### src/hw/pll_clock_pkg.sv
package pll_clock_pkg;

	// ****************************************************************
	// register map (byte addresses)
	// ****************************************************************
	localparam logic [7:0] CTRL_OFFSET   = 8'h00;
	localparam logic [7:0] DIVIDE_OFFSET = 8'h04;
	localparam logic [7:0] STATUS_OFFSET = 8'h08;

	// ****************************************************************
	// field positions
	// ****************************************************************
	localparam int AUTO_BIT      = 0;
	localparam int FILTER_BIT    = 1;
	localparam int PLL_ON_BIT    = 2;
	localparam int LOCK_IE_BIT   = 3;
	localparam int BASE_PLL_BIT  = 4;
	localparam int MOD_XTAL_BIT  = 5;
	localparam int MON_EN_BIT    = 6;
	localparam int NO_LIMP_BIT   = 7;
	localparam int REF_DIV_LSB   = 0;
	localparam int MULT_LSB      = 8;
	localparam int SLOW_LSB      = 16;
	localparam int LOCK_BIT      = 0;
	localparam int TRACK_BIT     = 1;
	localparam int LOCK_CHG_BIT  = 2;
	localparam int READY_BIT     = 3;

	// ****************************************************************
	// reset values
	// ****************************************************************
	localparam logic       AUTO_RESET      = 1'b1;
	localparam logic       FILTER_RESET    = 1'b0;
	localparam logic       PLL_ON_RESET    = 1'b1;
	localparam logic       LOCK_IE_RESET   = 1'b0;
	localparam logic       BASE_PLL_RESET  = 1'b0;
	localparam logic       MOD_XTAL_RESET  = 1'b0;
	localparam logic       MON_EN_RESET    = 1'b1;
	localparam logic       NO_LIMP_RESET   = 1'b0;
	localparam logic [2:0] REF_DIV_RESET   = 3'h0;
	localparam logic [5:0] MULT_RESET      = 6'h00;
	localparam logic [5:0] SLOW_RESET      = 6'h01;

	// ****************************************************************
	// timing
	// ****************************************************************
	localparam int          CLK_PERIOD_NS  = 25;
	localparam int          STAB_TIME_NS   = 100000;
	localparam int          STAB_CYCLES_I  =
		(STAB_TIME_NS + CLK_PERIOD_NS - 1) / CLK_PERIOD_NS;
	localparam logic [11:0] STAB_CYCLES    = 12'(STAB_CYCLES_I);
	localparam logic [7:0]  LD_WINDOW      = 8'h10;
	localparam logic [7:0]  LOCK_TOL       = 8'h01;
	localparam logic [7:0]  UNLOCK_TOL     = 8'h03;
	localparam logic [7:0]  TRK_TOL        = 8'h02;
	localparam logic [7:0]  UNT_TOL        = 8'h04;
	localparam logic [7:0]  SLOW_STEP      = 8'h04;

	// ****************************************************************
	// carriers
	// ****************************************************************
	typedef struct packed {
		logic base_clock;
		logic cpu_clock;
		logic bus_clock_out;
		logic peripheral;
		logic crystal_derived_clock;
		logic module_clock;
		logic can_clock;
		logic debug_clock;
		logic reference_clock;
		logic feedback_clock;
	} clk_ticks_t;

	typedef struct packed {
		logic       auto_bw;
		logic       acquisition_mode_bit;
		logic       pll_on_bit;
		logic       lock_irq_enable;
		logic       base_pll;
		logic       mod_xtal;
		logic       clock_monitor_enable;
		logic       no_limp_home_bit;
		logic [2:0] ref_div;
		logic [5:0] mult;
		logic [5:0] slow_code;
	} ctrl_t;

	typedef struct packed {
		logic [7:0] cnt;
		logic       tick;
	} div_state_t;

endpackage

### src/hw/tick_divider.sv
`timescale 1ns/1ps
module tick_divider (
	input  wire logic       pclk,
	input  wire logic       presetn,
	input  wire logic       ce,
	input  wire logic       en,
	input  wire logic [7:0] divisor,
	output logic            tick
);
	pll_clock_pkg::div_state_t s;
	pll_clock_pkg::div_state_t next_s;

	// divisor of zero behaves as one
	always_comb begin
		next_s = s;
		next_s.tick = 1'b0;
		if (en) begin
			if (s.cnt + 8'h01 >= divisor) begin
				next_s.cnt = 8'h00;
				next_s.tick = 1'b1;
			end else begin
				next_s.cnt = s.cnt + 8'h01;
			end
		end
	end

	always_ff @(posedge pclk or negedge presetn) begin
		if (!presetn) begin
			s <= '0;
		end else if (ce) begin
			s <= next_s;
		end
	end

	assign tick = s.tick;
endmodule

### src/hw/pll_clock_generator.sv
// The APB interface to the registers and the address map were left to the implementer.
`timescale 1ns/1ps
// Functional notes
// RULE_01 - slow divider divides crystal by 4 to 252 in steps of 4
// RULE_02 - reference divider divides crystal by 1 to 8
// RULE_03 - PLL output equals reference times a factor 1 to 64
// RULE_04 - module clock selects peripheral or crystal-derived clock
// RULE_05 - crystal-derived clock feeds periodic timer, watchdog, stop delay
// RULE_06 - CAN clock selects raw external clock or base clock
// RULE_07 - debug clock selects dedicated debug clock or bus clock
// RULE_08 - PLL keeps running in WAIT
// RULE_09 - PLL suspends in STOP, resumes after stabilisation only if automatic
// RULE_10 - lock detector compares feedback and reference frequencies
// RULE_11 - acquisition bit zero means acquisition; one forces tracking
// RULE_12 - automatic mode: hardware sets and clears acquisition bit by tolerance
// RULE_13 - lock flag read-only, set within lock, cleared outside unlock tolerance
// RULE_14 - with enable set, any lock flag change requests an interrupt
// RULE_15 - software uses PLL as base clock only once locked
// RULE_16 - manual mode keeps lock detection and lock interrupt active
// RULE_17 - manual mode: acquisition bit writable, cleared before PLL on
// RULE_18 - manual mode: software waits acquisition time before tracking
// RULE_19 - reset sets clock monitor enable and PLL on, clears no-limp-home
// RULE_20 - feedback input synchronised before lock and mode decisions
module pll_clock_generator (
	input  wire logic                      pclk,
	input  wire logic                      presetn,
	input  wire logic                      ce,
	input  wire logic                      psel,
	input  wire logic                      penable,
	input  wire logic                      pwrite,
	input  wire logic [7:0]                paddr,
	input  wire logic [31:0]               pwdata,
	output logic      [31:0]               prdata,
	output logic                           pready,
	output logic                           pslverr,
	input  wire logic                      vco_clock,
	input  wire logic                      stop_mode,
	input  wire logic                      wait_mode,
	input  wire logic                      can_clock_sel,
	input  wire logic                      debug_clock_sel,
	input  wire logic                      debug_tick,
	output logic                           pll_run,
	output logic                           filter_tracking,
	output logic      [5:0]                vco_multiplier,
	output logic                           lock_irq,
	output pll_clock_pkg::clk_ticks_t      ticks
);

	// ****************************************************************
	// state
	// ****************************************************************
	typedef struct packed {
		pll_clock_pkg::ctrl_t       ctrl;
		logic                       lock;
		logic                       lock_chg;
		logic [2:0]                 vco_sync;
		logic [7:0]                 fb_cnt;
		logic [7:0]                 win_cnt;
		logic [11:0]                stab_cnt;
		logic                       stopped;
		logic                       bus_phase;
		pll_clock_pkg::clk_ticks_t  tk;
		logic [31:0]                rdata;
		logic                       err;
	} gen_state_t;

	gen_state_t s;
	gen_state_t next_s;

	logic       vco_edge;
	logic       ready;
	logic       run;
	logic       base_tick;
	logic       wr;
	logic       setup;
	logic [7:0] diff;
	logic [7:0] fb_total;
	logic       window_end;
	logic [2:0] div_en;
	logic [7:0] div_val [3];
	logic [2:0] div_tick;

	// ****************************************************************
	// dividers: slow, reference, feedback
	// ****************************************************************
	always_comb begin
		div_en[0]  = 1'b1;
		div_val[0] = (s.ctrl.slow_code == 6'h00) ? pll_clock_pkg::SLOW_STEP
			: 8'({s.ctrl.slow_code, 2'b00});                      // [RULE_01]
		div_en[1]  = run;
		div_val[1] = 8'({5'h00, s.ctrl.ref_div}) + 8'h01;         // [RULE_02]
		div_en[2]  = run & vco_edge;
		div_val[2] = 8'({2'b00, s.ctrl.mult}) + 8'h01;            // [RULE_03]
	end

	genvar gi;
	generate
		for (gi = 0; gi < 3; gi = gi + 1) begin : g_div
			tick_divider u_div (
				.pclk    (pclk),
				.presetn (presetn),
				.ce      (ce),
				.en      (div_en[gi]),
				.divisor (div_val[gi]),
				.tick    (div_tick[gi])
			);
		end
	endgenerate

	// ****************************************************************
	// combinational helpers
	// ****************************************************************
	// only the second and third flops are looked at
	assign vco_edge = s.vco_sync[1] & ~s.vco_sync[2];             // [RULE_20]
	// wait_mode has no effect: the loop stays up in WAIT
	assign run      = s.ctrl.pll_on_bit & ~stop_mode;      // [RULE_08] [RULE_09]
	assign ready    = (s.stab_cnt == 12'h000);
	// crystal tick is every pclk; PLL used only when up and settled
	assign base_tick = (s.ctrl.base_pll & run & ready) ? vco_edge : 1'b1;
	assign setup    = psel & ~penable;
	assign wr       = psel & penable & pwrite;
	assign fb_total = s.fb_cnt + {7'h00, div_tick[2]};
	assign window_end = div_tick[1] && (s.win_cnt == pll_clock_pkg::LD_WINDOW
		- 8'h01);
	assign diff = (fb_total > pll_clock_pkg::LD_WINDOW)
		? fb_total - pll_clock_pkg::LD_WINDOW
		: pll_clock_pkg::LD_WINDOW - fb_total;                    // [RULE_10]

	// ****************************************************************
	// next state
	// ****************************************************************
	always_comb begin
		next_s = s;
		next_s.vco_sync = {s.vco_sync[1:0], vco_clock};              // [RULE_20]

		// derived clock ticks, all registered
		next_s.bus_phase = base_tick ? ~s.bus_phase : s.bus_phase;
		next_s.tk.base_clock      = base_tick;
		next_s.tk.cpu_clock       = base_tick;
		next_s.tk.bus_clock_out   = base_tick & s.bus_phase;
		next_s.tk.peripheral      = base_tick & s.bus_phase;
		next_s.tk.crystal_derived_clock = div_tick[0];              // [RULE_05]
		next_s.tk.module_clock    = s.ctrl.mod_xtal ? div_tick[0]
			: (base_tick & s.bus_phase);                             // [RULE_04]
		next_s.tk.can_clock       = can_clock_sel ? base_tick : 1'b1; // [RULE_06]
		next_s.tk.debug_clock     = debug_clock_sel
			? (base_tick & s.bus_phase) : debug_tick;               // [RULE_07]
		next_s.tk.reference_clock = div_tick[1];
		next_s.tk.feedback_clock  = div_tick[2];

		// stabilisation after power-up of the loop or STOP exit
		if (s.stab_cnt != 12'h000) begin
			next_s.stab_cnt = s.stab_cnt - 12'h001;
		end
		next_s.stopped = stop_mode;
		if (s.stopped && !stop_mode) begin
			next_s.stab_cnt = pll_clock_pkg::STAB_CYCLES;            // [RULE_09]
			if (!s.ctrl.auto_bw) begin
				// manual loop is not restarted; fall back to crystal
				next_s.ctrl.pll_on_bit = 1'b0;                     // [RULE_09]
				next_s.ctrl.base_pll   = 1'b0;
			end
		end

		// lock detector, active in both modes
		if (!run) begin
			next_s.fb_cnt  = 8'h00;
			next_s.win_cnt = 8'h00;
			next_s.lock    = 1'b0;
		end else if (window_end) begin
			next_s.fb_cnt  = 8'h00;
			next_s.win_cnt = 8'h00;
			if (!s.lock && diff <= pll_clock_pkg::LOCK_TOL) begin
				next_s.lock = 1'b1;                        // [RULE_13] [RULE_16]
			end else if (s.lock && diff > pll_clock_pkg::UNLOCK_TOL) begin
				next_s.lock = 1'b0;                                  // [RULE_13]
			end
			if (s.ctrl.auto_bw) begin
				if (diff <= pll_clock_pkg::TRK_TOL) begin
					next_s.ctrl.acquisition_mode_bit = 1'b1;             // [RULE_12]
				end else if (diff > pll_clock_pkg::UNT_TOL) begin
					next_s.ctrl.acquisition_mode_bit = 1'b0;             // [RULE_12]
				end
			end
		end else begin
			if (div_tick[1]) begin
				next_s.win_cnt = s.win_cnt + 8'h01;
			end
			if (div_tick[2] && s.fb_cnt != 8'hFF) begin
				next_s.fb_cnt = fb_total;
			end
		end
		if (s.ctrl.auto_bw && !run) begin
			next_s.ctrl.acquisition_mode_bit = 1'b0;
		end

		// ************************************************************
		// APB access
		// ************************************************************
		if (setup) begin
			next_s.err   = 1'b0;
			next_s.rdata = 32'h0000_0000;
			if (paddr == pll_clock_pkg::CTRL_OFFSET) begin
				next_s.rdata = {24'h000000, s.ctrl.no_limp_home_bit,
					s.ctrl.clock_monitor_enable, s.ctrl.mod_xtal,
					s.ctrl.base_pll, s.ctrl.lock_irq_enable,
					s.ctrl.pll_on_bit, s.ctrl.acquisition_mode_bit,
					s.ctrl.auto_bw};                                  // [RULE_11]
			end else if (paddr == pll_clock_pkg::DIVIDE_OFFSET) begin
				next_s.rdata = {10'h000, s.ctrl.slow_code, 2'b00,
					s.ctrl.mult, 5'h00, s.ctrl.ref_div};
			end else if (paddr == pll_clock_pkg::STATUS_OFFSET) begin
				next_s.rdata = {28'h0000000, ready, s.lock_chg,
					s.ctrl.acquisition_mode_bit, s.lock};
			end else begin
				next_s.err = 1'b1;
			end
		end

		if (wr && paddr == pll_clock_pkg::CTRL_OFFSET) begin
			next_s.ctrl.auto_bw = pwdata[pll_clock_pkg::AUTO_BIT];
			if (!s.ctrl.auto_bw) begin
				next_s.ctrl.acquisition_mode_bit =
					pwdata[pll_clock_pkg::FILTER_BIT];                   // [RULE_17]
			end
			next_s.ctrl.pll_on_bit      = pwdata[pll_clock_pkg::PLL_ON_BIT];
			next_s.ctrl.lock_irq_enable = pwdata[pll_clock_pkg::LOCK_IE_BIT];
			next_s.ctrl.base_pll        = pwdata[pll_clock_pkg::BASE_PLL_BIT];
			next_s.ctrl.mod_xtal        = pwdata[pll_clock_pkg::MOD_XTAL_BIT];
			next_s.ctrl.clock_monitor_enable = pwdata[pll_clock_pkg::MON_EN_BIT];
			next_s.ctrl.no_limp_home_bit = pwdata[pll_clock_pkg::NO_LIMP_BIT];
			if (pwdata[pll_clock_pkg::PLL_ON_BIT] && !s.ctrl.pll_on_bit) begin
				next_s.stab_cnt = pll_clock_pkg::STAB_CYCLES;
			end
		end else if (wr && paddr == pll_clock_pkg::DIVIDE_OFFSET) begin
			next_s.ctrl.ref_div   = pwdata[pll_clock_pkg::REF_DIV_LSB +: 3];
			next_s.ctrl.mult      = pwdata[pll_clock_pkg::MULT_LSB +: 6];
			next_s.ctrl.slow_code = pwdata[pll_clock_pkg::SLOW_LSB +: 6];
		end else if (wr && paddr == pll_clock_pkg::STATUS_OFFSET) begin
			if (pwdata[pll_clock_pkg::LOCK_CHG_BIT]) begin
				next_s.lock_chg = 1'b0;
			end
		end

		// a change in the same cycle as the clear is kept
		if (next_s.lock != s.lock) begin
			next_s.lock_chg = 1'b1;                        // [RULE_14] [RULE_16]
		end
	end

	// ****************************************************************
	// registers
	// ****************************************************************
	always_ff @(posedge pclk or negedge presetn) begin
		if (!presetn) begin
			s <= '0;
			s.ctrl.auto_bw              <= pll_clock_pkg::AUTO_RESET;
			s.ctrl.acquisition_mode_bit <= pll_clock_pkg::FILTER_RESET;
			s.ctrl.pll_on_bit           <= pll_clock_pkg::PLL_ON_RESET;  // [RULE_19]
			s.ctrl.lock_irq_enable      <= pll_clock_pkg::LOCK_IE_RESET;
			s.ctrl.base_pll             <= pll_clock_pkg::BASE_PLL_RESET;
			s.ctrl.mod_xtal             <= pll_clock_pkg::MOD_XTAL_RESET;
			s.ctrl.clock_monitor_enable <= pll_clock_pkg::MON_EN_RESET;  // [RULE_19]
			s.ctrl.no_limp_home_bit     <= pll_clock_pkg::NO_LIMP_RESET; // [RULE_19]
			s.ctrl.ref_div              <= pll_clock_pkg::REF_DIV_RESET;
			s.ctrl.mult                 <= pll_clock_pkg::MULT_RESET;
			s.ctrl.slow_code            <= pll_clock_pkg::SLOW_RESET;
			s.stab_cnt                  <= pll_clock_pkg::STAB_CYCLES;
		end else if (ce) begin
			s <= next_s;
		end
	end

	// ****************************************************************
	// outputs
	// ****************************************************************
	assign prdata          = s.rdata;
	assign pslverr         = s.err & psel & penable;
	assign pready          = psel & penable;
	assign pll_run         = run;
	assign filter_tracking = s.ctrl.acquisition_mode_bit;            // [RULE_11]
	assign vco_multiplier  = s.ctrl.mult;                            // [RULE_03]
	assign lock_irq        = s.lock_chg & s.ctrl.lock_irq_enable;    // [RULE_14]
	assign ticks           = s.tk;

endmodule

### config.mk
export PLATFORM = sky130hd
export DESIGN_NAME = pll_clock_generator
export DESIGN_NICKNAME = d
export VERILOG_FILES = /design/src/hw/pll_clock_pkg.sv /design/src/hw/tick_divider.sv /design/src/hw/pll_clock_generator.sv
export SDC_FILE = /design/constraint.sdc
export NUM_CORES = 1
export LEC_CHECK = 0
export BUFFER_PORTS_ARGS = -buffer_cell sky130_fd_sc_hd__buf_2
export CORE_ASPECT_RATIO = 0.7
export CORE_MARGIN = 2
export CORE_UTILIZATION = 27
export DETAILED_ROUTE_END_ITERATION = 10
export GPL_TIMING_DRIVEN = 0
export PLACE_DENSITY = 0.55
export SYNTH_ARGS = -nofsm -noshare
export SYNTH_HDL_FRONTEND = slang
export SYNTH_HIERARCHICAL = 1
export SYNTH_SLANG_ARGS = --single-unit
### constraint.sdc
create_clock -name pclk -period 5.53 [get_ports pclk]
set_input_delay 0.8295 -clock pclk [delete_from_list [all_inputs] [get_ports pclk]]
set_output_delay 0.8295 -clock pclk [all_outputs]
set_load 0.005 [all_outputs]
==> flow_summary.rst <==
.. list-table::
   :header-rows: 1

   * - Metric
     - Value
   * - Status
     - complete, no violations
   * - Gate power share
     - between 10 and 15%
   * - R2R depth
     - 13
   * - TritonCTS clock tree
     - done
   * - Post-CTS sizing
     - 0
   * - Count of final setup violators
     - 0
   * - Count of maximum capacitance violations
     - 0
   * - Slew Viols, Final
     - 0
   * - Post-synth cell types
     - 71
   * - Final Core Density
     - 33.79%
   * - Layout-stage area growth over the synthesis result
     - 21.83%
   * - Post-route DRC
     - 0
   * - Post-synth top cells
     - nand2_1 (109), dfrtp_1 (104), o21ai_0 (71)
   * - Remaining max-slew budget at the tightest pin
     - 28.63%
   * - Combined area of all synthesized cells
     - 7192 sq um
   * - Worst hold-check path type
     - primary input to async pin
   * - Pin count of the biggest net entering global routing
     - 77
   * - Largest vdd supply drop
     - 0.0001930 V
   * - Clock sink count
     - 114
   * - Placed wire-length estimate after detailed placement
     - 13.56 mm
   * - Synthesized instance count
     - 776
   * - Clock-pin slew reported for the worst setup and hold paths after clock tree synthesis
     - 0.06 ns
   * - Synth async-reset ratio
     - 100.0%
   * - Residual antenna-violating net count after detailed routing
     - 0
   * - Via count of the first global-routing pass
     - 5428
   * - Fraction of power spent switching nets
     - between 20% and 30%
   * - Shortest period the worst path allows
     - between 3 and 4 ns
   * - Worst R2R Start
     - s[65]
   * - Share of synthesized area occupied by flip-flops and latches
     - 39.84%
   * - Number of placed I/O pins
     - between 100 and 150
   * - Number of standard cells in the final layout excluding fillers
     - 1264
   * - Worst-case hold slack
     - about 0.34 ns
   * - Post-Route WL
     - 18.05 mm
   * - Final Hold Vio Count
     - 0
   * - Instance count after placement with tap cells included
     - 1231
   * - Reg-to-reg setup timing slack
     - roughly 1.7 ns
   * - Most frequently used cell type in the post-synthesis netlist
     - nand2_1
   * - Unrepaired setup endpoints after global routing
     - no
   * - Number of register bits inferred by synthesis
     - 114
   * - Part of the cycle the worst path needs
     - 68.94%
   * - H-tree depth
     - 4
   * - Quantity of I/O buffers inserted on ports
     - 78
   * - Number of iterations in the first detailed-routing pass
     - 5
   * - Worst EP required
     - roughly 5.8 ns
   * - Routed wirelength normalized by instance count
     - 14.28 um
   * - Worst-skew pair later-pin latency
     - 0.41 ns
   * - Design area
     - 8762 sq um
   * - Transition time at the pin with the least slew margin
     - 1.056 ns
   * - Die Wd
     - 199.1 um
   * - Placed cell area
     - 8134 sq um
   * - Violation count after the first detailed-route iteration
     - 351
   * - Power density over the cells
     - 287.2 nW/um^2
   * - Reg2Reg Capture Point
     - s[76]
   * - Number of buffers on the longest clock path
     - 2
   * - Largest area contributor in the netlist
     - dfrtp_1
   * - Weighted congestion reported at the end of routability-driven placement
     - 0.8267
   * - Syn Area/Cell
     - 9.268 sq um
   * - Via count normalized by instance count
     - about 4.5
   * - Arrival time at the worst endpoint
     - between 4 and 5 ns
   * - Final setup slack of the worst path
     - 1.718 ns
   * - Cts bufs inserted
     - 17
   * - Placeable core area
     - between 20000 and 30000 sq um
   * - Wire length of the first global-routing pass
     - 29.27 mm
   * - Total routing resource utilization after global routing
     - between 10% and 20%
   * - Detailed-route via count
     - 5687
   * - Setup total negative slack
     - 0 ns
   * - Ratio of cells with drive above 1 in the final layout
     - 25.50%
   * - Post-CTS setup repair buffer count
     - 0
   * - Yosys warning count
     - 6
   * - Part of the total power dissipated in the clock network
     - 46.6%
   * - Num rows
     - between 40 and 50
   * - Element type at the critical path end
     - register
   * - Post-synth EDFFs
     - 0
   * - Proportion of power drawn by flip-flops and latches
     - about 39%
   * - Total grt overflow
     - 0
   * - Quantity of hold-fixing buffers added after cts
     - 0
   * - Internal
     - 1.827 mW
   * - Die ar.
     - 27980 sq um
   * - Master cell of the clock root buffer
     - clkbuf_16
   * - Upper clock frequency limit
     - 0.2623 GHz
   * - Top-area cell type share of the netlist area
     - 36.19%
   * - Post-Place Worst Slack
     - roughly 1.7 ns
   * - Largest cells by area after synthesis
     - dfrtp_1 (36%), ha_1 (6.4%), nand2_1 (5.7%)
   * - Reported net switching power
     - 689.5 uW
   * - CP Max Fanout
     - 10
   * - Clk_skew
     - 0.009104 ns
   * - Type of the worst setup path
     - register to register
   * - Critical Path Start Type
     - register
   * - Initial cell density of the core
     - ~28%
   * - Static Leakage
     - 4.024 nW
   * - Vertical extent of the die
     - 140.6 um
   * - Total Power Consumption
     - 2.517 mW
   * - Nets@finish
     - just under 1k
   * - Antenna violations before repair
     - 1
   * - Ys flop type
     - dfrtp_1
## layout make-up
| type | instances | area (sq um) |
|---|---|---|
| clock buffers | 19 | 452.9 |
| diodes | 1 | 2.502 |
| repair buffers | 79 | 424.2 |
| inverters | 40 | 150.1 |
| well taps | 357 | 446.7 |
| multi-input cells | 565 | 3761 |
| plain buffers | 76 | 486.7 |
| fillers | 2692 | 17170 |
| flip-flops and latches | 114 | 2865 |
| clock inverters | 13 | 172.7 |
## worst max-delay path, cell delays in order, from the launching register on
cell and delay (ns):
dfrtp_1 0.42, ha_1 0.22, buf_4 0.17, xor2_1 0.20, inv_1 0.14, ha_1 0.26, and4_1 0.21, a32o_1 0.25
a21oi_1 0.35, or3_1 0.17, o32ai_1 0.08, or4_4 0.58, or3_1 0.34, o311ai_1 0.29
## cells in the final DEF, fill, tap and decap left out, drive strengths merged, types with 11 or more instances in the layout
cell type | synthesis | final
a21oi | 19 | 19
and2 | 11 | 11
and3 | 15 | 15
buf | 58 | 137
clkbuf | 18 | 37
conb | 2 | 21
dfrtp | 104 | 104
ha | 37 | 37
inv | 40 | 44
mux2 | 28 | 28
nand2 | 109 | 109
nand2b | 12 | 12
nand3 | 25 | 25
nor2 | 52 | 52
nor3 | 12 | 12
o21ai | 72 | 72
o31ai | 11 | 11
xnor2 | 22 | 22
xor2 | 19 | 19
## layer usage
layer,vias up,GRT usage (%),share of wire [%]
li1,2864,-,-
met1,2690,20.39,54
met2,122,18.63,40
met3,11,3.299,5.1
met4,0,2.907,0.75
met5,-,0,0
## state kept, by name, summed over array words and instances, names as in the netlist
signal and flops:
g_div.u_div/s 24, next_s 2, prdata 20, g_div.u_div/tick 3
filter_tracking 1, s 50, vco_multiplier 6, ticks 8
## how the worst max path moves through the flow
stage / slack (ns) / start / endpoint
3_5_place_dp: 1.75 / s[65] / s[76]
4_1_cts: 1.73 / s[65] / s[76]
6_report: 1.72 / s[65] / s[76]
3_3_place_gp: 1.76 / paddr[1] / vco_multiplier[5]
5_1_grt: 1.43 / s[65] / s[76]
2_1_floorplan: 2.18 / s[65] / s[76]
## power groups by stage
stage	Sequential (mW)	Clock (mW)	Combinational [mW]
finish	0.975	1.17	0.368
detailed placement	0.989	0	0.370
global route	0.987	1.24	0.413
CTS	0.976	1.20	0.374
global placement	0.988	0	0.360
floorplan	0.971	0	0.264
## kinds of logic after synthesis
group,count (synthesis),synth area share [%]
and+or+nand+nor,276,19.10
AOI/OAI and AO/OA,156,15.34
buffers and inverters,116,8.855
DFF,114,39.84
xor gates and xnor gates,41,5.098
adders and majority gates,37,6.437
muxes,34,5.219
other,2,0.1044
No activity file was read; power rests on OpenSTA's default activity.
